[config.mk]
export PLATFORM = sky130hd
export DESIGN_NAME = uml_modem_line
export DESIGN_NICKNAME = d
export VERILOG_FILES = /design/src/rtl/uml_pkg.sv /design/src/rtl/uml_line_watch.sv /design/src/rtl/uml_modem_line.sv
export SDC_FILE = /design/constraint.sdc
export NUM_CORES = 1
export LEC_CHECK = 0
export BUFFER_PORTS_ARGS = -buffer_cell sky130_fd_sc_hd__buf_2
export CORE_ASPECT_RATIO = 1.4
export CORE_UTILIZATION = 48
export CTS_CLUSTER_SIZE = 30
export DETAILED_ROUTE_END_ITERATION = 10
export PLACE_DENSITY_LB_ADDON = 0.15
export SYNTH_ARGS = -nofsm -noshare
export SYNTH_HDL_FRONTEND = slang
export SYNTH_HIERARCHICAL = 1
export SYNTH_SLANG_ARGS = --single-unit
export TNS_END_PERCENT = 30
[constraint.sdc]
create_clock -name i_clk -period 7.7 [get_ports i_clk]
set_input_delay 1.54 -clock i_clk [delete_from_list [all_inputs] [get_ports i_clk]]
set_output_delay 1.54 -clock i_clk [all_outputs]
set_load 0.02 [all_outputs]
[src/rtl/uml_pkg.sv]
// uml_pkg: constants and carriers for the modem-control, line-status
// and modem-status block of the serial port.
// assumes an 8-bit host i/o port and a same-clock transmitter/receiver.
package uml_pkg;

  ////////////////////////////////////////////////////////////////////////
  // host i/o addresses
  localparam logic [15:0] UML_ADDR_MCR = 16'h03fc;
  localparam logic [15:0] UML_ADDR_LSR = 16'h03fd;
  localparam logic [15:0] UML_ADDR_MSR = 16'h03fe;

  ////////////////////////////////////////////////////////////////////////
  // modem_line_control fields
  localparam int UML_MCR_DTR  = 0;
  localparam int UML_MCR_RTS  = 1;
  localparam int UML_MCR_SPARE_USER_OUTPUT = 2;
  localparam int UML_MCR_IRQ_GATE_OUTPUT = 3;
  localparam int UML_MCR_LOOP = 4;
  localparam logic [4:0] UML_MCR_RESET = 5'h00;

  // line_condition_status fields
  localparam int UML_LSR_DR   = 0;
  localparam int UML_LSR_OE   = 1;
  localparam int UML_LSR_PE   = 2;
  localparam int UML_LSR_FE   = 3;
  localparam int UML_LSR_BI   = 4;
  localparam int UML_LSR_THRE = 5;
  localparam int UML_LSR_TEMT = 6;
  localparam logic [6:0] UML_LSR_RESET = 7'h60;

  // modem_input_status fields: deltas 3-0, levels 7-4
  localparam int UML_MSR_DCTS = 0;
  localparam int UML_MSR_DDSR = 1;
  localparam int UML_MSR_TERI = 2;
  localparam int UML_MSR_DCD  = 3;
  localparam logic [3:0] UML_MSR_RESET = 4'h0;

  // edges after reset before modem line changes are trusted
  localparam logic [1:0] UML_SETTLE_LAST = 2'h3;

  // bit width of the character time in clock cycles (the default is a parameter of the top)
  localparam int UML_CHAR_CYCLES_W = 20;

  ////////////////////////////////////////////////////////////////////////
  // modem input lines: order matches status bits 7-4
  typedef struct packed {
    logic rlsd;
    logic ri;
    logic dsr;
    logic cts;
  } uml_modem_t;

  // receiver events, one-cycle pulses
  typedef struct packed {
    logic char_done;
    logic parity_err;
    logic framing_err;
    logic rbr_read;
  } uml_rx_evt_t;

  // transmitter events, one-cycle pulses
  typedef struct packed {
    logic thr_write;
    logic holding_free;
    logic shifter_idle;
  } uml_tx_evt_t;

  // interrupt conditions handed to the identification logic
  typedef struct packed {
    logic line_status;
    logic rx_avail;
    logic thr_empty;
    logic modem_status;
  } uml_irq_cond_t;

endpackage : uml_pkg

[src/rtl/uml_line_watch.sv]
// uml_line_watch: pin synchronisers and line break timer.
// assumes raw pins are asynchronous; tx data is on i_clk.
`timescale 1ns/1ps
`default_nettype none
module uml_line_watch #(
  parameter int SYNC_W = 5
) (
  // clock and reset
  input  wire logic                                  i_clk,
  input  wire logic                                  i_sys_rst,
  // raw pins
  input  wire logic [SYNC_W-1:0]                     i_pins_async,
  // line selection
  input  wire logic                                  i_loop,
  input  wire logic                                  i_tx_ser,
  input  wire logic [uml_pkg::UML_CHAR_CYCLES_W-1:0] i_char_cycles,
  // results
  output logic      [SYNC_W-1:0]                     o_pins_sync,
  output logic                                       o_rx_eff,
  output logic                                       o_break_evt
);
  import uml_pkg::*;

  logic [SYNC_W-1:0]            meta;
  logic [SYNC_W-1:0]            sync;
  logic [UML_CHAR_CYCLES_W-1:0] mark_cnt;
  logic [UML_CHAR_CYCLES_W-1:0] next_mark_cnt;
  logic                         brk;
  logic                         next_brk;

  ////////////////////////////////////////////////////////////////////////
  // two-flop synchroniser per pin
  genvar g;
  generate
    for (g = 0; g < SYNC_W; g++) begin : g_sync
      always_ff @(posedge i_clk) begin
        if (i_sys_rst) begin
          meta[g] <= 1'b1;
          sync[g] <= 1'b1;
        end else begin
          meta[g] <= i_pins_async[g];
          sync[g] <= meta[g];
        end
      end
    end
  endgenerate

  assign o_pins_sync = sync;

  ////////////////////////////////////////////////////////////////////////
  // receive input: external pin is ignored in loopback
  assign o_rx_eff = i_loop ? i_tx_ser : sync[0];

  // mark held over one character time flags a break, once per hold
  always_comb begin
    next_mark_cnt = mark_cnt;
    next_brk      = 1'b0;
    if (!o_rx_eff) begin
      next_mark_cnt = '0;
    end else if (mark_cnt <= i_char_cycles) begin
      next_mark_cnt = mark_cnt + 1'b1;
      // counter stops past the limit so one long hold gives one pulse
      next_brk      = (mark_cnt == i_char_cycles) && (i_char_cycles != '0);
    end
  end

  always_ff @(posedge i_clk) begin
    if (i_sys_rst) begin
      mark_cnt <= '0;
      brk      <= 1'b0;
    end else begin
      mark_cnt <= next_mark_cnt;
      brk      <= next_brk;
    end
  end

  assign o_break_evt = brk;

endmodule : uml_line_watch
`default_nettype wire

[src/rtl/uml_modem_line.sv]
// uml_modem_line: modem control, line status, modem status and loopback.
// assumes host i/o strobes, transmitter and receiver all run on i_clk.
//
// Operation
// - mcr bit 4 turns loopback on/off
// - mcr bit 3 gates port interrupt out
// - mcr bit 2 stored, readable, drives ri in loopback
// - rts and dtr bits drive connector levels
// - loopback holds serial output at zero
// - loopback feeds tx output to receiver
// - loopback routes modem outputs to inputs
// - rx and thr interrupts unchanged in loopback
// - loopback writes set line status 5-0
// - loopback writes set modem status 3-0
// - lsr bit 6 shows shifter idle
// - lsr bit 5 shows holding register free
// - long mark sets break bit
// - missing stop bit sets framing bit
// - bad parity sets parity bit
// - char before buffer read sets overrun
// - assembled char sets data ready
// - lsr bits 4-0 clear on read or on a written zero
// - bits 4-1 line irq, bit 0 rx irq
// - msr 7-4 show rlsd ri dsr cts
// - rlsd change sets bit 3, read clears
// - ri rising edge sets bit 2
// - dsr/cts changes set bits 1/0
// - any msr bit 3-0 means modem irq
`timescale 1ns/1ps
`default_nettype none
module uml_modem_line #(
  parameter logic [uml_pkg::UML_CHAR_CYCLES_W-1:0] CHAR_CYCLES_DEF = 20'h0_0000
) (
  // clock and reset
  input  wire logic                                  i_clk,
  input  wire logic                                  i_sys_rst,
  // host i/o port
  input  wire logic [15:0]                           i_io_addr,
  input  wire logic                                  i_io_wr,
  input  wire logic                                  i_io_rd,
  input  wire logic [7:0]                            i_io_wdata,
  output logic      [7:0]                            o_io_rdata,
  // transmitter and receiver neighbours
  input  wire logic                                  i_tx_ser,
  input  wire uml_pkg::uml_tx_evt_t                  i_tx_evt,
  input  wire uml_pkg::uml_rx_evt_t                  i_rx_evt,
  input  wire logic [uml_pkg::UML_CHAR_CYCLES_W-1:0] i_char_cycles,
  output logic                                       o_rx_ser,
  // interrupt path
  input  wire logic                                  i_port_irq,
  output uml_pkg::uml_irq_cond_t                     o_irq_cond,
  output logic                                       o_irq,
  // connector lines
  input  wire logic                                  i_rx_pin,
  input  wire uml_pkg::uml_modem_t                   i_modem_pins,
  output logic                                       o_ser_out,
  output logic                                       o_rts,
  output logic                                       o_dtr
);
  import uml_pkg::*;

  ////////////////////////////////////////////////////////////////////////
  // declarations
  logic [4:0]                   mcr;
  logic [4:0]                   next_mcr;
  logic [6:0]                   lsr;
  logic [6:0]                   next_lsr;
  logic [3:0]                   msr_delta;
  logic [3:0]                   next_msr_delta;
  logic [1:0]                   settle;
  logic [1:0]                   next_settle;
  uml_modem_t                   modem_prev;
  uml_modem_t                   modem_eff;
  uml_modem_t                   modem_sync;
  logic [4:0]                   pins_sync;
  logic                         rx_eff;
  logic                         break_evt;
  logic [UML_CHAR_CYCLES_W-1:0] char_cycles;
  logic                         loop_on;
  logic                         wr_mcr;
  logic                         wr_lsr;
  logic                         wr_msr;
  logic                         rd_mcr;
  logic                         rd_lsr;
  logic                         rd_msr;
  logic [7:0]                   next_rdata;
  uml_irq_cond_t                next_irq_cond;
  logic                         next_irq;
  logic                         next_ser_out;
  logic                         next_rx_ser;

  ////////////////////////////////////////////////////////////////////////
  // address decode
  assign wr_mcr  = i_io_wr && (i_io_addr == UML_ADDR_MCR);
  assign wr_lsr  = i_io_wr && (i_io_addr == UML_ADDR_LSR);
  assign wr_msr  = i_io_wr && (i_io_addr == UML_ADDR_MSR);
  assign rd_mcr  = i_io_rd && (i_io_addr == UML_ADDR_MCR);
  assign rd_lsr  = i_io_rd && (i_io_addr == UML_ADDR_LSR);
  assign rd_msr  = i_io_rd && (i_io_addr == UML_ADDR_MSR);
  assign loop_on = mcr[UML_MCR_LOOP];

  // a zero character time from the baud logic falls back to the default
  assign char_cycles = (i_char_cycles != '0) ? i_char_cycles : CHAR_CYCLES_DEF;

  ////////////////////////////////////////////////////////////////////////
  // pin synchronisers and break timer
  uml_line_watch #(
    .SYNC_W (5)
  ) u_line_watch (
    .i_clk         (i_clk),
    .i_sys_rst     (i_sys_rst),
    .i_pins_async  ({i_modem_pins, i_rx_pin}),
    .i_loop        (loop_on),
    .i_tx_ser      (i_tx_ser),
    .i_char_cycles (char_cycles),
    .o_pins_sync   (pins_sync),
    .o_rx_eff      (rx_eff),
    .o_break_evt   (break_evt)
  );

  assign modem_sync = uml_modem_t'(pins_sync[4:1]);

  ////////////////////////////////////////////////////////////////////////
  // effective modem inputs: external lines cut off in loopback
  always_comb begin
    if (loop_on) begin
      modem_eff.dsr  = mcr[UML_MCR_DTR];
      modem_eff.cts  = mcr[UML_MCR_RTS];
      modem_eff.ri   = mcr[UML_MCR_SPARE_USER_OUTPUT];
      modem_eff.rlsd = mcr[UML_MCR_IRQ_GATE_OUTPUT];
    end else begin
      modem_eff = modem_sync;
    end
  end

  ////////////////////////////////////////////////////////////////////////
  // modem_line_control
  always_comb begin
    next_mcr = mcr;
    if (wr_mcr) begin
      // bit 2 is read back and drives ri in loopback
      next_mcr = i_io_wdata[4:0];
    end
  end

  always_ff @(posedge i_clk) begin
    if (i_sys_rst) begin
      mcr <= UML_MCR_RESET;
    end else begin
      mcr <= next_mcr;
    end
  end

  ////////////////////////////////////////////////////////////////////////
  // line_condition_status
  always_comb begin
    next_lsr = lsr;
    // software side first, so hardware sets below win over clears
    if (rd_lsr) begin
      next_lsr[4:0] = 5'h00;
    end
    if (wr_lsr) begin
      if (loop_on) begin
        next_lsr[5:0] = i_io_wdata[5:0];
      end else begin
        // a written zero clears, a written one leaves the bit alone
        next_lsr[4:0] = lsr[4:0] & i_io_wdata[4:0];
      end
    end
    if (i_rx_evt.rbr_read) begin
      next_lsr[UML_LSR_DR] = 1'b0;
    end
    if (i_tx_evt.thr_write) begin
      next_lsr[UML_LSR_THRE] = 1'b0;
      next_lsr[UML_LSR_TEMT] = 1'b0;
    end
    if (i_tx_evt.holding_free) begin
      next_lsr[UML_LSR_THRE] = 1'b1;
    end
    if (i_tx_evt.shifter_idle) begin
      next_lsr[UML_LSR_TEMT] = 1'b1;
    end
    if (break_evt) begin
      next_lsr[UML_LSR_BI] = 1'b1;
    end
    if (i_rx_evt.char_done) begin
      // old data still unread and not being read now is lost
      if (lsr[UML_LSR_DR] && !i_rx_evt.rbr_read) begin
        next_lsr[UML_LSR_OE] = 1'b1;
      end
      next_lsr[UML_LSR_DR] = 1'b1;
      if (i_rx_evt.framing_err) begin
        next_lsr[UML_LSR_FE] = 1'b1;
      end
      if (i_rx_evt.parity_err) begin
        next_lsr[UML_LSR_PE] = 1'b1;
      end
    end
  end

  always_ff @(posedge i_clk) begin
    if (i_sys_rst) begin
      lsr <= UML_LSR_RESET;
    end else begin
      lsr <= next_lsr;
    end
  end

  ////////////////////////////////////////////////////////////////////////
  // modem_input_status deltas
  always_comb begin
    next_msr_delta = msr_delta;
    next_settle    = settle;
    if (settle != UML_SETTLE_LAST) begin
      next_settle = settle + 2'h1;
    end
    if (rd_msr) begin
      next_msr_delta = 4'h0;
    end
    if (wr_msr && loop_on) begin
      next_msr_delta = next_msr_delta | i_io_wdata[3:0];
    end
    // synchronisers and modem_prev still hold reset values for a few
    // edges; comparing them then reports changes that never happened
    if (settle == UML_SETTLE_LAST) begin
      // change detection last so an event in the read cycle is kept
      if (modem_eff.rlsd != modem_prev.rlsd) begin
        next_msr_delta[UML_MSR_DCD] = 1'b1;
      end
      if (modem_eff.ri && !modem_prev.ri) begin
        next_msr_delta[UML_MSR_TERI] = 1'b1;
      end
      if (modem_eff.dsr != modem_prev.dsr) begin
        next_msr_delta[UML_MSR_DDSR] = 1'b1;
      end
      if (modem_eff.cts != modem_prev.cts) begin
        next_msr_delta[UML_MSR_DCTS] = 1'b1;
      end
    end
  end

  always_ff @(posedge i_clk) begin
    if (i_sys_rst) begin
      msr_delta  <= UML_MSR_RESET;
      modem_prev <= '0;
      settle     <= 2'h0;
    end else begin
      msr_delta  <= next_msr_delta;
      modem_prev <= modem_eff;
      settle     <= next_settle;
    end
  end

  ////////////////////////////////////////////////////////////////////////
  // read data, interrupt conditions and line outputs
  always_comb begin
    next_rdata = o_io_rdata;
    if (rd_mcr) begin
      next_rdata = {3'h0, mcr};
    end else if (rd_lsr) begin
      next_rdata = {1'b0, lsr};
    end else if (rd_msr) begin
      next_rdata = {modem_eff, msr_delta};
    end else if (i_io_rd) begin
      // unmapped address in this block reads as zero
      next_rdata = 8'h00;
    end
  end

  always_comb begin
    // thr and rx conditions are the same whether looped or not
    next_irq_cond.line_status  = |lsr[UML_LSR_BI:UML_LSR_OE];
    next_irq_cond.rx_avail     = lsr[UML_LSR_DR];
    next_irq_cond.thr_empty    = lsr[UML_LSR_THRE];
    next_irq_cond.modem_status = |msr_delta;
    next_irq                   = i_port_irq && mcr[UML_MCR_IRQ_GATE_OUTPUT];
    next_ser_out               = loop_on ? 1'b0 : i_tx_ser;
    next_rx_ser                = rx_eff;
  end

  always_ff @(posedge i_clk) begin
    if (i_sys_rst) begin
      o_io_rdata <= 8'h00;
      o_irq_cond <= '0;
      o_irq      <= 1'b0;
      o_ser_out  <= 1'b1;
      o_rx_ser   <= 1'b1;
      o_rts      <= 1'b0;
      o_dtr      <= 1'b0;
    end else begin
      o_io_rdata <= next_rdata;
      o_irq_cond <= next_irq_cond;
      o_irq      <= next_irq;
      o_ser_out  <= next_ser_out;
      o_rx_ser   <= next_rx_ser;
      o_rts      <= next_mcr[UML_MCR_RTS];
      o_dtr      <= next_mcr[UML_MCR_DTR];
    end
  end

endmodule : uml_modem_line
`default_nettype wire

* Word-level counts from Yosys, hierarchy flattened
Cells that the tools add are included.
** Word-level totals
- Bits in registers :: 70
- Logic and storage cells :: 111
** Operators by class
- Add/sub/neg operators :: 2
- Order comparisons :: 1
- Equal/unequal tests :: 9
- Mux-type cells :: 27
- Bitwise operators :: 4
- Reduce and logical (&&, ||, !) cells :: 31
** Operators with widths (count)
- 16-bit by 10-bit == test with 1-bit output (second input constant) :: 3
- 20-bit nonzero test :: 2
- 20-bit by 1-bit adder with 20-bit output (second input constant) :: 1
- 20-bit == test :: 1
- 20-bit <= comparator :: 1
- 20-bit two-way mux :: 1
- 4-bit two-way mux :: 5
- 8-bit two-way mux :: 2
- 5-bit two-way mux :: 3
- 1-bit two-way mux :: 13
- 1-bit logical AND :: 11
- 4-bit nonzero test :: 2
- 2-bit OR reduction :: 4
- 4-bit OR reduction :: 2
- 7-bit two-way mux :: 1
- 6-bit two-way mux :: 1
- 2-bit nonzero test :: 3
- 3-bit nonzero test :: 2
- 3-bit OR reduction :: 2
- 5-bit bitwise AND :: 1
- 4-bit bitwise OR :: 1
- 1-bit inequality test :: 3
- 2-bit by 1-bit adder with 2-bit output (second input constant) :: 1
- 2-bit == test (second input constant) :: 1
- 5 further kinds :: 7

* Logic depth before layout (Yosys ltp)
- Word-level depth :: 7
- Mapped depth :: 10
- Gate-level depth less buffers :: 8

* By module
The synthesis kept the hierarchy.
** Modules (own cells, without submodules)
- uml_line_watch :: instances 1, cells each 276, area an instance 2182.1 um^2
- uml_modem_line :: instances 1, cells each 223, area an instance 1844.3 um^2

* Least setup slack after synthesis
Ideal clock, no wire load.
- Path type :: input to register
- Start :: input i_char_cycles[14] in the netlist's numbering
- End :: register u_line_watch.mark_cnt[19]
- Setup time :: 67 ps
- Arrival time :: 3453 ps
- Required time :: 7633 ps
- Path slack :: 4180 ps
- Cell stages on the path :: 9
- Cells stage by stage :: clkbuf_1 > inv_1 > ha_1 > nand4_1 > nor4_4 > nand2_2 > or4_1 > a211o_1 > o21ai_2
** On the way
- Word-level cells in the longest chain between the ends :: 3
** RTL lines
- start: declaration :: line uml_modem_line.sv:47 : input wire logic [uml_pkg::UML_CHAR_CYCLES_W-1:0] i_char_cycles,
- 20-bit nonzero test :: line uml_modem_line.sv:103 : assign char_cycles = (i_char_cycles != '0) ? i_char_cycles : CHAR_CYCLES_DEF;
- 20-bit two-way mux (*) :: line uml_modem_line.sv:103
- 20-bit <= comparator (*) :: line uml_line_watch.sv:60 : end else if (mark_cnt <= i_char_cycles) begin
- end signal: assignment :: line uml_line_watch.sv:72 : mark_cnt <= next_mark_cnt;
- end: declaration :: line uml_line_watch.sv:26 : logic [UML_CHAR_CYCLES_W-1:0] mark_cnt;
Every way passes the cells marked *; elsewhere a longest branch is shown, timed or not.
A chain may end at the register's enable or synchronous reset.

* Worst setup path in the final report
- Start :: input i_char_cycles[15] in the netlist's numbering
- End :: register u_line_watch.mark_cnt[8]
The elaborated chain is that of the path after synthesis.

==> results.toml <==
[power_and_ir_drop]
p_leak_nw = 1.910
sequentialPowerShare_pct = 43.9
internal-power_mw = 0.6335
max-vdd-ir-drop_v = 0.0001244
switching_share_pct = 25.18
switchingPower_mw = 0.2131
comb_power_share_pct = 10.3
pwr_density_cell_nw_per_um2 = 182.5
clkPwrFrac_pct = 45.8

[clocking]
path_clk_slew_ns = 0.05
hold_buffers = 0
cts_buffers = 9
cts_resized = 0
cts_tree = "done"
post_cts_buffers = 0
worstSkewPairLatency_ns = 0.33
clockRootBuffer = "clkbuf_16"
clk_path_buf_depth = 2
h-tree-depth = 3
clock_sinks = 68

[logic_synthesis]
synth_fp_nets = 583
avgSynthCellArea_um2 = 8.069
synth_flop_cell = "dfxtp_1"
synth_cell_types = 57
ys_ff_latch = 68
synth_cells = 499
synth_edf_count = 0
yosysSeqAreaShare_pct = 33.81
synth_warnings = 6
syn_area_um2 = 4026
synthArstFlopShare_pct = 0

[placement]
dp_hpwl_um = 7779
placed_cells = 633
gp_congestion = 0.8771
dp_slack_ns = 3.008
io_buffers = 76

[sta]
setup_viol = 0
slew_violations = 0
finalHoldViolations = 0
fmax_ghz = 0.2248
grt_setup_unrepaired = "no"
tns_ns = 0
fin_crit_ns = 4.448
worst_slew_pin_slew_ns = 0.9333
worst_hold_slack_ns = 0.4023
setup_slack_ns = 3.252
finClkSkew_ns = 0.003925
layout_worst_path_cycle_share_pct = 57.76
max_slew_margin_pct = 37.78

[final_layout]
nets = 626
num_antenna_cells = 0
drive_gt1_share_pct = 21.98
final_common_cell = "buf_2"
layout_common_cells = "buf_2 (76), dfxtp_1 (68), nand2_1 (49)"
final-instance-count-excl-fill = 648
area_growth_pct = 15.20
nFillCells = 753
final_util_pct = 56.92

[global_route]
antenna_found_initial = 0
overflow = 0
grt_pass1_wl_um = 17030
grt_usage_pct = 25.60
grt_pass1_vias = 3635
grt_max_degree = 51

[worst_setup_path]
end_kind = "register"
crit_type = "in2reg"
cp.arrival_ns = 4.72
worstPathRequired_ns = 7.98
cp-start-kind = "input pin"
reg2reg_depth = 7
path_max_fanout = 18

[drt]
vias = 3839
drc = 0
vias_per_cell = 5.924
drtIter0Drc = 156
drtAntennaViolNets = 0
first_pass_iters = 5
drt-total-wl_um = 10510
route.detailed.wl_per_inst_um = 16.21

[status]
status = "completed"

[worst_hold_path]
hp-class = "reg2reg"
worstHoldPathCells = 1

[floorplanning]
start_util_pct = 49.41
die_w_um = 79.41
die_area_um2 = 8764
io_pins = 79
die_h_um = 110.4
rows = 39
core-area_um2 = 8149

[flow_run]
maxCapViolations = 0
## metrics by stage
step	power, mW	cell area (um2)
2_1_floorplan	0.4346	4026
3_3_place_gp	0.4638	4360
3_5_place_dp	0.4668	4360
4_1_cts	0.8561	4638
5_1_grt	0.8815	4638
6_report	0.8466	4638
## cell families after synthesis
kind of cell / Yosys count / synth area share [%]
mux: 9 / 2.269
compound gates: 115 / 19.24
flops: 68 / 33.81
buf+inv: 80 / 7.955
simple gates: 201 / 29.02
xor+xnor: 4 / 0.8703
fa+ha+maj: 22 / 6.836
## sequential cells by signal, indices dropped and copies added, names as in the netlist, 2 cells and up
register / flops
u_line_watch/o_pins_sync: 5
u_line_watch/meta: 5
modem_prev: 4
msr_delta: 4
lsr: 7
o_irq_cond: 4
mcr: 5
o_io_rdata: 8
u_line_watch/mark_cnt: 20
settle: 2
## per-layer routing
layer,up-vias,GRT usage (%),wire length [um]
met5,-,0,0
met4,0,11.69,303
met3,20,5.761,572
met2,120,47.29,5527
met1,1795,27.48,4102
li1,1904,-,-
## synth_stat cells (4+ instances only)
library cell	number	share of area [%]
dfxtp_1	68	34
nand2_1	49	4.6
nand4_1	40	6.2
clkbuf_1	38	3.5
o21ai_0	36	4.5
inv_1	33	3.1
a21oi_1	22	2.7
ha_1	22	6.8
nor2_1	18	1.7
or2_2	14	2.2
nand3_1	12	1.5
or3_1	10	1.6
a211o_1	9	2.0
nand2b_1	9	1.4
a31oi_1	8	1.2
mux2i_1	8	2.0
nor4_1	8	1.2
and2_1	7	1.1
nor2b_1	6	0.93
or4_1	6	1.1
a2111oi_0	5	1.1
a211oi_1	5	0.93
o311ai_0	5	1.1
a2111o_1	4	1.1
and3_1	4	0.62
and4_1	4	0.87
## power by group through the flow
| stage | logic (mW) | registers (mW) | clock network (mW) |
|---|---|---|---|
| final | 0.0874 | 0.372 | 0.388 |
| after global routing | 0.0983 | 0.373 | 0.410 |
| after CTS | 0.0880 | 0.372 | 0.397 |
| after detailed placement | 0.0875 | 0.379 | 0 |
| after global placement | 0.0849 | 0.379 | 0 |
| after floorplan | 0.0540 | 0.381 | 0 |
## critical path, cell delays in order
cell	delay, ns
buf_2	0.09
inv_1	0.06
ha_1	0.33
nand4_1	0.24
nor3_1	0.09
a22oi_1	0.76
nand4_1	0.81
or4_1	0.72
nand3_1	0.08
## area by class of cell
cell class	count	area (um2)	share of cell area, %
clock inverter	4	25.02	0.5395
multi-input combinational	351	2345	50.55
inverter	33	123.9	2.671
tap	102	127.6	2.752
clock buffer	11	252.7	5.449
timing repair buffer	79	402.9	8.686
sequential	68	1361	29.35
## final timing paths
| kind | slack, ns | from | end |
|---|---|---|---|
| setup / recovery | 3.25 | i_char_cycles[15] | u_line_watch/mark_cnt[8]$_SDFFE_PP0P_ |
| hold / removal | 0.40 | u_line_watch/meta[4]$_SDFF_PP1_ | u_line_watch/o_pins_sync[4]$_SDFF_PP1_ |
| setup reg to reg | 4.18 | u_line_watch/mark_cnt[12]$_SDFFE_PP0P_ | u_line_watch/mark_cnt[8]$_SDFFE_PP0P_ |
| hold reg to reg | 0.40 | u_line_watch/meta[4]$_SDFF_PP1_ | u_line_watch/o_pins_sync[4]$_SDFF_PP1_ |
(Power assumes the default switching activity.)
